$ cat config.mk
export PLATFORM = sky130hd
export DESIGN_NAME = buf_status
export DESIGN_NICKNAME = d
export VERILOG_FILES = /design/src/rtl/buf_status_pkg.sv /design/src/rtl/id_word_ram.sv /design/src/rtl/buf_status.sv
export SDC_FILE = /design/constraint.sdc
export NUM_CORES = 1
export LEC_CHECK = 0
export BUFFER_PORTS_ARGS = -buffer_cell sky130_fd_sc_hd__buf_2
export CORE_MARGIN = 1.5
export CORE_UTILIZATION = 59
export CTS_BUF_LIST = sky130_fd_sc_hd__clkbuf_16
export DETAILED_ROUTE_END_ITERATION = 8
export GPL_TIMING_DRIVEN = 1
export PLACE_DENSITY = 0.86
export SYNTH_ARGS = -nofsm -noshare
export SYNTH_HDL_FRONTEND = slang
export SYNTH_HIERARCHICAL = 1
export SYNTH_SLANG_ARGS = --single-unit
$ cat constraint.sdc
create_clock -name clk -period 9.7 [get_ports clk]
set_input_delay 0.97 -clock clk [delete_from_list [all_inputs] [get_ports clk]]
set_output_delay 0.97 -clock clk [all_outputs]
set_load 0.005 [all_outputs]
$ cat src/rtl/buf_status_pkg.sv
// constants for the message-buffer bookkeeping block
// assumes a 16-bit register port and a 10 MHz module clock
// Summary of operation
// - mask bit one compares extended id bit
// - received write sets buffer full flag
// - software clears full flags; reset zero
// - write into full buffer sets overflow
// - direction bit one makes transmit buffer
// - low byte even buffer, high odd
// - aborted status set by abort
// - lost arbitration status set on loss
// - bus error status set on error
// - send request set clears three statuses
// - send request cleared after successful send
// - writing zero while pending requests abort
// - remote frame sets request when enabled
// - two-bit priority, 11 highest
// - id word bits 12:2 hold standard id
// - id word bit 1 remote request
// - id word bit 0 extended id flag
// - buffer words live in shared memory
// - id word bits 15:13 read zero
package buf_status_pkg;
  localparam logic [4:0] addr_mask_ext = 5'h00;
  localparam logic [4:0] addr_full_lo = 5'h01;
  localparam logic [4:0] addr_full_hi = 5'h02;
  localparam logic [4:0] addr_ovf_lo = 5'h03;
  localparam logic [4:0] addr_ovf_hi = 5'h04;
  localparam logic [4:0] addr_ctrl_base = 5'h08;
  localparam logic [4:0] addr_offer = 5'h0c;
  localparam logic [4:0] addr_id_port = 5'h0d;
  localparam logic [4:0] addr_id_data = 5'h0e;
  localparam int bit_dir = 7;
  localparam int bit_abt = 6;
  localparam int bit_larb = 5;
  localparam int bit_err = 4;
  localparam int bit_req = 3;
  localparam int bit_rtr = 2;
  localparam int pri_lsb = 0;
  localparam int id_std_lsb = 2;
  localparam int id_std_msb = 12;
  localparam int id_srr = 1;
  localparam int id_ide = 0;
  localparam logic [15:0] id_impl_mask = 16'h1fff;
  localparam logic [15:0] flags_reset = 16'h0000;
  localparam logic [7:0] ctrl_reset = 8'h00;
  localparam logic [15:0] mask_reset = 16'h0000;
endpackage

$ cat src/rtl/id_word_ram.sv
// shared-memory store of the standard identifier word per buffer
// assumes one write or one read port access per cycle
`timescale 1ns/10ps
module id_word_ram import buf_status_pkg::*; #(
  parameter int depth = 32
) (
  // clock
  input wire logic clk,
  // write side
  input wire logic wr_en,
  input wire logic [4:0] wr_addr,
  input wire logic [15:0] wr_data,
  // read side
  input wire logic [4:0] rd_addr,
  output logic [15:0] rd_data
);
  logic [12:0] mem [depth];
  always_ff @(posedge clk) begin
    if (wr_en) begin
      mem[wr_addr] <= wr_data[12:0];
    end
    rd_data <= {3'h0, mem[rd_addr]};
  end
endmodule

$ cat src/rtl/buf_status.sv
// buffer full/overflow flags, buffer pair control and id word store
// assumes protocol engine pulses come from logic on the same clock
`timescale 1ns/10ps
module buf_status import buf_status_pkg::*; #(
  parameter int buffers = 8
) (
  // clock and reset
  input wire logic clk,
  input wire logic reset_n,
  // register port
  input wire logic [4:0] addr,
  input wire logic [15:0] wdata,
  input wire logic wr,
  input wire logic rd,
  output logic [15:0] rdata,
  // receive side events
  input wire logic rx_write,
  input wire logic [4:0] rx_buffer,
  input wire logic rx_remote,
  input wire logic [2:0] rx_remote_buffer,
  // transmit side events
  input wire logic tx_done,
  input wire logic tx_aborted,
  input wire logic tx_lost_arb,
  input wire logic tx_bus_error,
  input wire logic [2:0] tx_buffer,
  // to the protocol engine
  output logic [15:0] ext_id_bits,
  output logic tx_pending,
  output logic [2:0] tx_offer,
  output logic [7:0] abort_request
);
  initial begin
    if (buffers != 8) begin
      $error("buf_status supports exactly 8 control buffers");
    end
  end
  ////////////////////////////////////////////////////////////////////
  logic [31:0] buffer_full_flag;
  logic [31:0] buffer_overflow_flag;
  logic [7:0] ctrl [8];
  logic [4:0] id_ptr;
  logic [15:0] ram_rd;
  logic rd_id_q;
  logic [15:0] next_rdata;
  logic [31:0] rx_hit;
  logic [31:0] full_clr;
  logic [31:0] ovf_clr;
  wire wr_mask = wr && addr == addr_mask_ext;
  wire wr_full_lo = wr && addr == addr_full_lo;
  wire wr_full_hi = wr && addr == addr_full_hi;
  wire wr_ovf_lo = wr && addr == addr_ovf_lo;
  wire wr_ovf_hi = wr && addr == addr_ovf_hi;
  wire ctrl_sel = addr[4:2] == addr_ctrl_base[4:2];
  wire wr_ctrl = wr && ctrl_sel;
  wire [1:0] ctrl_word = addr[1:0];
  wire wr_id_ptr = wr && addr == addr_id_port;
  wire wr_id = wr && addr == addr_id_data;
  ////////////////////////////////////////////////////////////////////
  // receive flags
  assign rx_hit = rx_write ? (32'h1 << rx_buffer) : 32'h0;
  // writing zero clears, writing one is ignored
  assign full_clr = {wr_full_hi ? ~wdata : 16'h0, wr_full_lo ? ~wdata : 16'h0};
  assign ovf_clr = {wr_ovf_hi ? ~wdata : 16'h0, wr_ovf_lo ? ~wdata : 16'h0};
  always_ff @(posedge clk or negedge reset_n) begin
    if (!reset_n) begin
      buffer_full_flag <= {flags_reset, flags_reset};
      buffer_overflow_flag <= {flags_reset, flags_reset};
    end else begin
      // set wins over a clear in the same cycle
      buffer_full_flag <= (buffer_full_flag & ~full_clr) | rx_hit;
      buffer_overflow_flag <= (buffer_overflow_flag & ~ovf_clr) |
                              (rx_hit & buffer_full_flag);
    end
  end
  ////////////////////////////////////////////////////////////////////
  // extended mask word: one bit per compared identifier bit
  always_ff @(posedge clk or negedge reset_n) begin
    if (!reset_n) begin
      ext_id_bits <= mask_reset;
    end else if (wr_mask) begin
      ext_id_bits <= wdata;
    end
  end
  ////////////////////////////////////////////////////////////////////
  // buffer pair control, even buffer in low byte, odd in high
  function automatic logic [7:0] next_ctrl(input logic [7:0] cur, input logic sw_wr,
      input logic [7:0] sw, input logic remote, input logic done, input logic abt,
      input logic larb, input logic err);
    logic [7:0] n;
    logic req_set;
    n = cur;
    req_set = 1'b0;
    if (sw_wr) begin
      n[bit_dir] = sw[bit_dir];
      n[bit_rtr] = sw[bit_rtr];
      n[pri_lsb +: 2] = sw[pri_lsb +: 2];
      n[bit_req] = sw[bit_req];
      req_set = sw[bit_req] && !cur[bit_req];
    end
    if (remote && cur[bit_rtr]) begin
      n[bit_req] = 1'b1;
      req_set = req_set || !cur[bit_req];
    end
    if (done) begin
      n[bit_req] = 1'b0;
      n[bit_abt] = 1'b0;
    end
    if (abt) begin
      n[bit_abt] = 1'b1;
      n[bit_req] = 1'b0;
    end
    if (larb) begin
      n[bit_larb] = 1'b1;
    end
    if (err) begin
      n[bit_err] = 1'b1;
    end
    if (req_set) begin
      n[bit_abt] = 1'b0;
      n[bit_larb] = 1'b0;
      n[bit_err] = 1'b0;
    end
    return n;
  endfunction
  logic [7:0] abort_hit;
  for (genvar b = 0; b < 8; b++) begin : g_ctrl
    wire sw_wr = wr_ctrl && ctrl_word == 2'(b / 2);
    wire [7:0] sw = (b % 2 == 1) ? wdata[15:8] : wdata[7:0];
    wire on_tx = tx_buffer == 3'(b);
    assign abort_hit[b] = sw_wr && ctrl[b][bit_req] && !sw[bit_req];
    always_ff @(posedge clk or negedge reset_n) begin
      if (!reset_n) begin
        ctrl[b] <= ctrl_reset;
      end else begin
        ctrl[b] <= next_ctrl(ctrl[b], sw_wr, sw,
                             rx_remote && rx_remote_buffer == 3'(b),
                             tx_done && on_tx, tx_aborted && on_tx,
                             tx_lost_arb && on_tx, tx_bus_error && on_tx);
      end
    end
  end
  always_ff @(posedge clk or negedge reset_n) begin
    if (!reset_n) begin
      abort_request <= 8'h00;
    end else begin
      abort_request <= abort_hit;
    end
  end
  ////////////////////////////////////////////////////////////////////
  // transmit arbitration: highest priority, lowest index on ties
  logic [2:0] best;
  logic best_valid;
  logic [1:0] best_pri;
  always_comb begin
    best = 3'h0;
    best_valid = 1'b0;
    best_pri = 2'h0;
    for (int b = 0; b < 8; b++) begin
      if (ctrl[b][bit_dir] && ctrl[b][bit_req] &&
          (!best_valid || ctrl[b][pri_lsb +: 2] > best_pri)) begin
        best = 3'(b);
        best_valid = 1'b1;
        best_pri = ctrl[b][pri_lsb +: 2];
      end
    end
  end
  always_ff @(posedge clk or negedge reset_n) begin
    if (!reset_n) begin
      tx_pending <= 1'b0;
      tx_offer <= 3'h0;
    end else begin
      tx_pending <= best_valid;
      tx_offer <= best;
    end
  end
  ////////////////////////////////////////////////////////////////////
  // identifier word store, reached through a pointer and data port
  function automatic logic [15:0] pack_id(input logic [10:0] std, input logic srr,
      input logic ide);
    pack_id = {3'h0, std, srr, ide};
  endfunction
  always_ff @(posedge clk or negedge reset_n) begin
    if (!reset_n) begin
      id_ptr <= 5'h00;
    end else if (wr_id_ptr) begin
      id_ptr <= wdata[4:0];
    end
  end
  id_word_ram #(.depth(32)) u_ram (
    .clk(clk),
    .wr_en(wr_id),
    .wr_addr(id_ptr),
    .wr_data(pack_id(wdata[id_std_msb:id_std_lsb], wdata[id_srr], wdata[id_ide])),
    .rd_addr(id_ptr),
    .rd_data(ram_rd)
  );
  ////////////////////////////////////////////////////////////////////
  // read port, data one cycle after the strobe
  always_comb begin
    next_rdata = 16'h0000;
    if (ctrl_sel) begin
      next_rdata = {ctrl[{ctrl_word, 1'b1}], ctrl[{ctrl_word, 1'b0}]};
    end else begin
      case (addr)
        addr_mask_ext: next_rdata = ext_id_bits;
        addr_full_lo: next_rdata = buffer_full_flag[15:0];
        addr_full_hi: next_rdata = buffer_full_flag[31:16];
        addr_ovf_lo: next_rdata = buffer_overflow_flag[15:0];
        addr_ovf_hi: next_rdata = buffer_overflow_flag[31:16];
        addr_offer: next_rdata = {12'h000, tx_pending, tx_offer};
        addr_id_port: next_rdata = {11'h000, id_ptr};
        default: next_rdata = 16'h0000;
      endcase
    end
  end
  always_ff @(posedge clk or negedge reset_n) begin
    if (!reset_n) begin
      rdata <= 16'h0000;
      rd_id_q <= 1'b0;
    end else begin
      rd_id_q <= 1'b0;
      if (rd) begin
        rdata <= next_rdata;
        rd_id_q <= addr == addr_id_data;
      end
    end
  end
  // the id data read returns zero; the ram output register only feeds id_read_hold
  ////////////////////////////////////////////////////////////////////
  wire [15:0] id_read_value = rd_id_q ? (ram_rd & id_impl_mask) : 16'h0000;
  logic [15:0] id_read_hold;
  always_ff @(posedge clk or negedge reset_n) begin
    if (!reset_n) begin
      id_read_hold <= 16'h0000;
    end else begin
      id_read_hold <= id_read_value;
    end
  end
  ////////////////////////////////////////////////////////////////////
  full_set_a: assert property (@(posedge clk) disable iff (!reset_n)
    rx_write |=> buffer_full_flag[$past(rx_buffer)]) else $error("full flag not set");
  ovf_set_a: assert property (@(posedge clk) disable iff (!reset_n)
    rx_write && buffer_full_flag[rx_buffer] |=> buffer_overflow_flag[$past(rx_buffer)])
    else $error("overflow not set");
  ovf_quiet_a: assert property (@(posedge clk) disable iff (!reset_n)
    rx_write && !buffer_full_flag[rx_buffer] && !buffer_overflow_flag[rx_buffer]
    |=> !buffer_overflow_flag[$past(rx_buffer)]) else $error("false overflow");
  flag_one_a: assert property (@(posedge clk) disable iff (!reset_n)
    !rx_write |=> (buffer_full_flag & ~$past(buffer_full_flag)) == 32'h0)
    else $error("full flag rose without a receive");
  req_clr_a: assert property (@(posedge clk) disable iff (!reset_n)
    wr_ctrl && ctrl_word == 2'h0 && wdata[bit_req] && !ctrl[0][bit_req] && !tx_done
    |=> ctrl[0][bit_req] && !ctrl[0][bit_abt] && !ctrl[0][bit_larb] && !ctrl[0][bit_err])
    else $error("status not cleared on request");
  done_a: assert property (@(posedge clk) disable iff (!reset_n)
    tx_done && !wr_ctrl && !rx_remote |=> !ctrl[$past(tx_buffer)][bit_req])
    else $error("request not cleared after send");
  abort_a: assert property (@(posedge clk) disable iff (!reset_n)
    wr_ctrl && ctrl_word == 2'h0 && ctrl[0][bit_req] && !wdata[bit_req]
    |=> abort_request[0]) else $error("abort not raised");
  remote_a: assert property (@(posedge clk) disable iff (!reset_n)
    rx_remote && ctrl[rx_remote_buffer][bit_rtr] && !tx_done && !tx_aborted && !wr_ctrl
    |=> ctrl[$past(rx_remote_buffer)][bit_req]) else $error("remote answer missing");
  offer_a: assert property (@(posedge clk) disable iff (!reset_n)
    tx_pending |-> ctrl[tx_offer][bit_dir] || $changed(ctrl[tx_offer]))
    else $error("offer is not a transmit buffer");
endmodule

* After elaboration in Yosys (flattened, before gate mapping) *
Index checks and enable logic that the tools add are counted.

storage, ports and cells
  output and inout port bits = 44
  flip-flop bits (word level) = 177

cells by class
  shift-type cells = 1
  eq/ne operators = 24
  reduce and logical (&&, ||, !) cells = 166
  muxes and demuxes = 123
  $lt $le $gt $ge = 9
  bitwise logic cells = 10

operators with widths
  cell                                                 number
  case mux 16 bit (7 select lines)                     1
  logical AND 1 bit                                    98
  AND 32 bit                                           3
  2-to-1 mux 1 bit                                     81
  2-to-1 mux 16 bit                                    5
  NOT 32 bit                                           2
  bitwise OR 32 bit                                    2
  binary-select mux 8 bit (select 3 bit)               2
  2-to-1 mux 3 bit                                     14
  2-to-1 mux 32 bit                                    1
  2-to-1 mux 4 bit                                     8
  2-to-1 mux 8 bit                                     4
  nonzero test 2 bit                                   16
  nonzero test 4 bit                                   8
  left shift 1 x 5 -> 32 bit, first input constant     1
  equality test 3 bit, second input constant           8
  nonzero test 3 bit                                   8
  zero test 1 bit                                      17
  NOT 16 bit                                           1
  equality test 3 x 2 -> 1 bit, second input constant  5
  logical OR 1 bit                                     15
  > comparator 2 bit                                   7
  2-to-1 mux 2 bit                                     7
  equality test 5 x 2 -> 1 bit, second input constant  2
  11 further kinds                                     17

* Depth between registers and ports, before layout *
Gate-level depths: netlist of the first run.

  depth in word-level cells = 30
  gate-level depth with buffers = 46
  mapped depth without buffers = 46

* Worst setup path after synthesis of the first run *
OpenSTA, ideal clock, no wires.

  kind = reg-to-reg
  from = reg ctrl[59] (netlist name)
  to = reg tx_offer[1]
  cell stages (with the launch flop) = 42
  clock period less this slack = 7638 ps
  path buffers = 0
  data required time = 9560 ps
  setup slack = 2062 ps
  library setup time = 140 ps
  arrival time = 7499 ps
  cells stage by stage = dfrtp_1 -> and3_1 -> inv_1 -> ha_1 -> nor2b_4 -> o2111a_2 -> nor2_1 -> o21ai_1 -> ha_1 -> o41ai_4 -> mux2i_1 -> inv_1 -> ha_1 -> nor2_1 -> o311ai_0 -> nor2_2 -> nand2_1 -> o21ai_0 -> (+6 left out) -> nor2_1 -> nor2_1 -> or2_2 -> o22ai_1 -> nand2_1 -> o31ai_2 -> ha_1 -> nand2_1 -> o21ai_0 -> a21oi_1 -> mux2_2 -> ha_1 -> a21oi_1 -> a21oi_1 -> nor2_1 -> nor2_1 -> nor2_1 -> o31ai_1

on the way
  word-level cells in the longest chain between the ends = 30

ends and longest elaborated chain
  item                                                          line               source
  from (decl)                                                   buf_status.sv:41   logic [7:0] ctrl [8];
  from (signal, indexed assignment)                             buf_status.sv:134  ctrl[b] <= ctrl_reset;
  from (signal, indexed assignment)                             buf_status.sv:136  ctrl[b] <= next_ctrl(ctrl[b], sw_wr, sw,
  logical AND 1 bit (*)                                         buf_status.sv:160  if (ctrl[b][bit_dir] && ctrl[b][bit_req] &&
  2-to-1 mux 2 bit / 2-to-1 mux 1 bit (equally long branches)   buf_status.sv:160
  > comparator 2 bit / zero test 1 bit (equally long branches)  buf_status.sv:161  (!best_valid || ctrl[b][pri_lsb +: 2] > best_pri)) begin
  logical OR 1 bit                                              buf_status.sv:161
  logical AND 1 bit                                             buf_status.sv:160
  2-to-1 mux 2 bit / 2-to-1 mux 1 bit (equally long branches)   buf_status.sv:160
  > comparator 2 bit / zero test 1 bit (equally long branches)  buf_status.sv:161
  logical OR 1 bit                                              buf_status.sv:161
  (+15 left out)                                                -
  logical OR 1 bit                                              buf_status.sv:161
  logical AND 1 bit                                             buf_status.sv:160
  2-to-1 mux 2 bit / 2-to-1 mux 1 bit (equally long branches)   buf_status.sv:160
  > comparator 2 bit / zero test 1 bit (equally long branches)  buf_status.sv:161
  logical OR 1 bit                                              buf_status.sv:161
  logical AND 1 bit                                             buf_status.sv:160
  2-to-1 mux 3 bit (*)                                          buf_status.sv:160
  via best[1]                                                   buf_status.sv:152  logic [2:0] best;
  to (signal assigned)                                          buf_status.sv:174  tx_offer <= best;
  to (decl)                                                     buf_status.sv:30   output logic [2:0] tx_offer,

Mark *: on every way through the listed nets, which the timed path passes. The rest lies on a longest branch.
A chain may end at the register's enable or synchronous reset.

* Final worst setup path of the first run *
Ends and elaborated chain as after synthesis.

==> flow_metrics.env, run 1 <==
export IMPL_die_h_um=123
export IMPL_setup_viol=0
export IMPL_firstDrtPassIters=6
export IMPL_pwr_share_seq=0.482
export IMPL_muxShareOfSynthArea=0.0789
export IMPL_relSlewSlack=0.246
export IMPL_nNetsFinal=988
export IMPL_fmax_mhz=117
export IMPL_required_ns=10.00
export IMPL_hold_buffers=0
export IMPL_cp_common_cell="nor2_1"
export IMPL_synth_compound_area_share=0.172
export IMPL_path_clk_slew_ns=0.07
export IMPL_r2r_end="tx_offer[1]"
export IMPL_rsz0062_at_grt="false"
export IMPL_tns_ns=0
export IMPL_arrival_ns=8.84
export IMPL_cts_root_buf="clkbuf_16"
export IMPL_netlist_area_sq_um=8550
export IMPL_syn2layout_area_growth_pct=13.2
export IMPL_hold_depth=2
export IMPL_avgViaCountPerCell=6.63
export IMPL_synth_xor_area_share=0
export IMPL_fin_crit_ns=8.54
export IMPL_finalWirelength_um=24700
export IMPL_grt_usage=0.345
export IMPL_grt_pass1_vias=7271
export IMPL_hold_viol=0
export IMPL_fillCellCount=1056
export IMPL_final_common_cell="dfrtp_1"
export IMPL_tritoncts="built"
export IMPL_cts_buffers=17
export IMPL_grt_pass1_wl_um=39000
export IMPL_critPathCaptureType="flop"
export IMPL_layout_common_cells="dfrtp_1, nand2_1, buf_2, nor2_1, o21ai_0"
export IMPL_crit_type="flop to flop"
export IMPL_yosysSeqAreaShare=0.518
export IMPL_postCtsSetupRepairBufs=0
export IMPL_fp_coreArea_sq_um=14000
export IMPL_ant_nets=0
export IMPL_synthSimpleGateAreaFrac=0.186
export IMPL_yosys_warnings=6
export IMPL_swShare=0.304
export IMPL_crit_start="ctrl[59]"
export IMPL_internal_power_mw=1.44
export IMPL_synthFlopType="dfrtp_1"
export IMPL_routedWlPerCell_um=21.8
export IMPL_pwr_share_comb=0.173
export IMPL_dp_hpwl_um=16500
export IMPL_synth_edf_count=0
export IMPL_min_from="ctrl[37]"
export IMPL_die_area_sq_um=15200
export IMPL_initial_core_util=0.611
export IMPL_globalplace_congestion=1.02
export IMPL_slowest_stage="dfrtp_1"
export IMPL_synth_fa_ha_area_frac=0.0146
export IMPL_chipWidth_um=123
export IMPL_clk_latency_ns=0.44
export IMPL_antenna_found_initial=1
export IMPL_path_max_fanout=9
export IMPL_p_sw_mw=0.631
export IMPL_clk_path_buf_depth=2
export IMPL_p_leak_nw=4.53
export IMPL_overflow=0
export IMPL_outcome="complete, no violations"
export IMPL_p_per_area_nw_per_um2=214
export IMPL_ir_drop_mv=0.139
export IMPL_drtIter0Drc=927
export IMPL_holdPathEnd="ctrl[37]"
export IMPL_power_frac_clock=0.345
export IMPL_timing_reg2reg_setup_slack_ns=1.16
export IMPL_n_antenna_cell=0
export IMPL_synth_cell_type_count=60
export IMPL_cp_slowest_stage_delay_ns=0.49
export IMPL_grt_max_degree=99
export IMPL_htreeDepth=4
export IMPL_worstRegToRegCells=41
export IMPL_critPathLaunchType="flop"
export IMPL_cts_resized=0
export IMPL_regArea_sq_um=4430
export IMPL_io_pins=86
export IMPL_synth_top_family_by_area="simple AND/OR/NAND/NOR gates"
export IMPL_r2r_start="ctrl[59]"
export IMPL_port_buffers=85
export IMPL_cts_sinks=177
export IMPL_synth_nets=927
export IMPL_syn_inst=875
export IMPL_max_cap_viol_count=0
export IMPL_synth_seq_cells=177
export IMPL_synth_avg_cell_area_sq_um=9.77
export IMPL_skew_ns=0.00871
export IMPL_tightest_slew_ns=1.13
export IMPL_maxSlewViolCount=0
export IMPL_async_reset_ff_frac=1.00
export IMPL_fin_crit_sh=0.881
export IMPL_drc=0
export IMPL_layout_drive_gt1_share=0.165
export IMPL_rows=43
export IMPL_final_util=0.692
export IMPL_num_vias=7489
export IMPL_multi_input_area_sq_um=3880
export IMPL_hp_class="flop to flop"
==> state kept, by name (all words and copies together), names as in the netlist <==
register and cells:
ctrl 64, buffer_full_flag 32, buffer_overflow_flag 32, ext_id_bits 16
rdata 16, abort_request 8, id_ptr 5, tx_offer 3
tx_pending 1
==> worst max path at each step <==
stage,slack [ns],cells after the start,endpoint
6_report,1.16,41,tx_offer[1]
5_1_grt,0.40,42,tx_offer[1]
4_1_cts,1.22,41,tx_offer[1]
3_5_place_dp,1.28,41,tx_offer[1]
3_3_place_gp,1.49,41,tx_offer[1]
2_1_floorplan,2.06,41,tx_offer[1]
==> synthesized netlist by cell type (16+ instances only) <==
library cell / count / area share
nor2_1: 77 / 0.034
o21ai_0: 50 / 0.029
mux4_2: 16 / 0.042
a21oi_1: 25 / 0.015
inv_1: 19 / 0.0083
o21ai_1: 49 / 0.029
a22oi_1: 24 / 0.021
nand2_1: 169 / 0.074
mux2_1: 25 / 0.033
a31oi_1: 18 / 0.013
a222oi_1: 26 / 0.030
dfrtp_1: 177 / 0.52
nand3_1: 29 / 0.017
clkbuf_1: 38 / 0.017
==> area by class of cell <==
class                           count  area share
Sequential cell                   177       0.457
Tap cell                          180      0.0233
Timing Repair Buffer               90      0.0485
Multi-Input combinational cell    631       0.400
Clock buffer                       17      0.0439
Inverter                           19     0.00737
Clock inverter                     15      0.0190
==> stage by stage <==
step	setup WS [ns]	hold WS [ns]	area [sq um]	std cells	power, mW
floorplan	2.06	0.455	8550	875	1.20
global placement	1.49	0.468	9070	1097	1.33
detailed placement	1.28	0.477	9070	1097	1.35
CTS	1.22	0.493	9680	1129	2.06
global route	0.396	0.512	9680	1129	2.16
finish	1.16	0.496	9680	1129	2.07
==> kinds of logic after synthesis <==
logic type / count (synthesis)
compound gates: 225
fa+ha+maj: 10
buf+inv: 67
flops: 177
mux: 44
simple gates: 352
==> layer usage <==
layer	up-vias	track usage	routed length [um]
li1	3269	-	-
met1	3661	0.469	9800
met2	492	0.526	11400
met3	65	0.0982	2630
met4	2	0.141	776
met5	-	0	12
==> power groups by stage <==
stage,clock network [mW],logic (mW),registers [mW]
finish,0.716,0.359,0.999
global route,0.747,0.402,1.01
CTS,0.714,0.356,0.992
detailed placement,0,0.351,1.00
global placement,0,0.337,0.997
floorplan,0,0.233,0.969
==> worst max-delay path: cells and delay by family (launching register included) <==
family | cells | cell delay (ns)
adder cells (fa/ha/maj) | 7 | 1.95
multiplexers | 2 | 0.71
AO/OA/AOI/OAI | 14 | 3.10
AND/OR/NAND/NOR | 16 | 2.00
flip-flops | 1 | 0.49
buffers and inverters | 2 | 0.14
Power figures use the tool's default switching activity.
==> run 2: changes to the inputs <==
--- a/config.mk
+++ b/config.mk
@@ -7,11 +7,11 @@
 export LEC_CHECK = 0
 export BUFFER_PORTS_ARGS = -buffer_cell sky130_fd_sc_hd__buf_2
 export CORE_MARGIN = 1.5
-export CORE_UTILIZATION = 59
+export CORE_UTILIZATION = 54
 export CTS_BUF_LIST = sky130_fd_sc_hd__clkbuf_16
 export DETAILED_ROUTE_END_ITERATION = 8
 export GPL_TIMING_DRIVEN = 1
-export PLACE_DENSITY = 0.86
+export PLACE_DENSITY = 0.83
 export SYNTH_ARGS = -nofsm -noshare
 export SYNTH_HDL_FRONTEND = slang
 export SYNTH_HIERARCHICAL = 1
==> constraint.sdc (replaced) <==
create_clock -name clk -period 7.63 [get_ports clk]
set_input_delay 0.763 -clock clk [delete_from_list [all_inputs] [get_ports clk]]
set_output_delay 0.763 -clock clk [all_outputs]
set_load 0.005 [all_outputs]
==> run 2 against run 1 <==
The run now ends with negative setup slack left; core utilization shrank 3.4 points; cell count up 4.4%; non-clock buffer count grew 19; sequential share of layout area fell by 1.8 points; routed wire length up 3.8%; power up 33%; design area increased by 4.0%; count of clock-buffer cells in the layout stayed put; largest cell class unchanged.
==> flow_metrics.env, run 2 (synthesized netlist as in run 1, its figures left out) <==
export IMPL_timing_reg2reg_setup_slack_ns=-0.29
export IMPL_p_sw_mw=0.832
export IMPL_reg_top3="ctrl x64, buffer_full_flag x32, buffer_overflow_flag x32"
export IMPL_grt_pass1_vias=7234
export IMPL_avgViaCountPerCell=6.49
export IMPL_io_pins=86
export IMPL_grt_max_degree=101
export IMPL_grtUsageMet1=0.433
export IMPL_top_register="ctrl"
export IMPL_pwr_share_seq=0.459
export IMPL_slowest_stage="o41ai_4"
export IMPL_ant_nets=0
export IMPL_power_mw=2.77
export IMPL_nNetsFinal=1007
export IMPL_n_antenna_cell=0
export IMPL_path_clk_slew_ns=0.07
export IMPL_fmax_mhz=126
export IMPL_cts_root_buf="clkbuf_16"
export IMPL_final_cells=1179
export IMPL_maxSlewViolCount=0
export IMPL_pwr_share_comb=0.188
export IMPL_routedWlPerCell_um=21.7
export IMPL_antenna_found_initial=0
export IMPL_htreeDepth=4
export IMPL_initial_core_util=0.558
export IMPL_cts_sinks=177
export IMPL_chipWidth_um=129
export IMPL_finalWirelength_um=25600
export IMPL_cp_slowest_stage_delay_ns=0.43
export IMPL_hp_class="input pin to asynchronous set/reset pin"
export IMPL_critPathLaunchType="flop"
export IMPL_internal_power_mw=1.93
export IMPL_crit_type="flop to flop"
export IMPL_port_buffers=85
export IMPL_grt_usage=0.318
export IMPL_dp_cells=1137
export IMPL_path_max_fanout=4
export IMPL_fp_coreArea_sq_um=15300
export IMPL_grt_pass1_wl_um=39800
export IMPL_die_h_um=129
export IMPL_rsz0062_at_grt="true"
export IMPL_relSlewSlack=0.219
export IMPL_fin_crit_ns=7.92
export IMPL_hold_viol=0
export IMPL_globalplace_congestion=0.940
export IMPL_rows=45
export IMPL_final_common_cell="dfrtp_1"
export IMPL_layout_common_cells="dfrtp_1, nand2_1, buf_2, nor2_1, o21ai_1"
export IMPL_grt_busiest_layer="met2"
export IMPL_drtIter0Drc=1179
export IMPL_drc=0
export IMPL_ir_drop_mv=0.172
export IMPL_dp_hpwl_um=17100
export IMPL_outcome="finished, violations left"
export IMPL_critPathCaptureType="flop"
export IMPL_p_leak_nw=4.66
export IMPL_layout_drive_gt1_share=0.212
export IMPL_violations="negative setup slack"
export IMPL_overflow=0
export IMPL_cts_buffers=17
export IMPL_arrival_ns=8.24
export IMPL_firstDrtPassIters=9
export IMPL_power_frac_clock=0.353
export IMPL_clk_latency_ns=0.44
export IMPL_layout_setup_ws_ns=-0.291
export IMPL_die_area_sq_um=16600
export IMPL_p_per_area_nw_per_um2=275
export IMPL_swShare=0.301
export IMPL_fin_crit_sh=1.04
export IMPL_max_cap_viol_count=0
export IMPL_setup_viol=3
export IMPL_tightest_slew_ns=1.17
export IMPL_clk_path_buf_depth=2
export IMPL_required_ns=7.95
export IMPL_tritoncts="built"
export IMPL_syn2layout_area_growth_pct=17.8
export IMPL_skew_ns=0.00941
export IMPL_grt_use_met2=0.489
export IMPL_largest_reg_flops=64
export IMPL_num_vias=7656
export IMPL_met3_usage=0.0798
[run 2: changes by cell type in the layout (fill, tap and decap cells not counted), moves of 4 or more]
cell | before | now
ha_1 | 10 | 5
nor2_2 | 4 | 8
buf_4 | 5 | 24
nor2_1 | 77 | 71
[run 2: layout make-up]
| type | instances | area (sq um) |
|---|---|---|
| inverters | 19 | 73.8 |
| flip-flops and latches | 177 | 4430 |
| repair buffers | 109 | 612 |
| clock buffers | 17 | 425 |
| clock inverters | 15 | 229 |
| well taps | 211 | 264 |
| multi-input cells | 631 | 4040 |
| fillers | 1193 | 5240 |
[run 2: power groups by stage]
stage | combinational, mW | sequential [mW] | clock, mW
3_3_place_gp | 0.439 | 1.27 | 0
2_1_floorplan | 0.297 | 1.23 | 0
6_report | 0.520 | 1.27 | 0.977
4_1_cts | 0.470 | 1.26 | 0.976
3_5_place_dp | 0.459 | 1.27 | 0
5_1_grt | 0.571 | 1.29 | 1.02
[run 2: path summary, 6_finish.rpt]
path | from | endpoint | cells after the start
setup / recovery | ctrl[57] | tx_offer[1] | 47
hold / removal | reset_n | rdata[7] | 1
setup reg to reg | ctrl[57] | tx_offer[1] | 47
hold reg to reg | id_ptr[4] | id_ptr[4] | 1
max in group asynchronous | reset_n | buffer_full_flag[11] | 2
min in group clk | id_ptr[4] | id_ptr[4] | 1
[run 2: worst max-delay path: cells and delay by family, from the launching register on]
family	cells	cell delay [ns]
adder cells (fa/ha/maj)	7	1.82
AND/OR/NAND/NOR	17	1.87
AO/OA/AOI/OAI	17	2.85
flip-flops	1	0.37
buffers and inverters	5	0.55
multiplexers	1	0.32
[run 2: stage by stage]
stage	area (sq um)	hold WS [ns]	setup TNS, ns	util	worst slack [ns]
finish	10100	0.450	-0.767	0.658	-0.291
global route	10100	0.510	-1.84	0.658	-0.651
CTS	9880	0.477	0	0.645	0.0193
detailed placement	9190	0.475	-0.715	0.600	-0.309
global placement	9190	0.467	0	0.600	0.0357
floorplan	8560	0.455	0	-	0.142
[run 2: routing by layer]
| layer | share of wire | wire length (um) |
|---|---|---|
| met5 | 0 | 0 |
| met4 | 0.034 | 867 |
| met2 | 0.47 | 12100 |
| met3 | 0.11 | 2700 |
| met1 | 0.39 | 9940 |
[run 2: repair_timing]
item	4_1_cts	5_1_grt
hold buffers	0	0
endpoints found under the setup margin	3	3
pin swaps	2	34
setup buffers	4	6
resized for setup	3	35
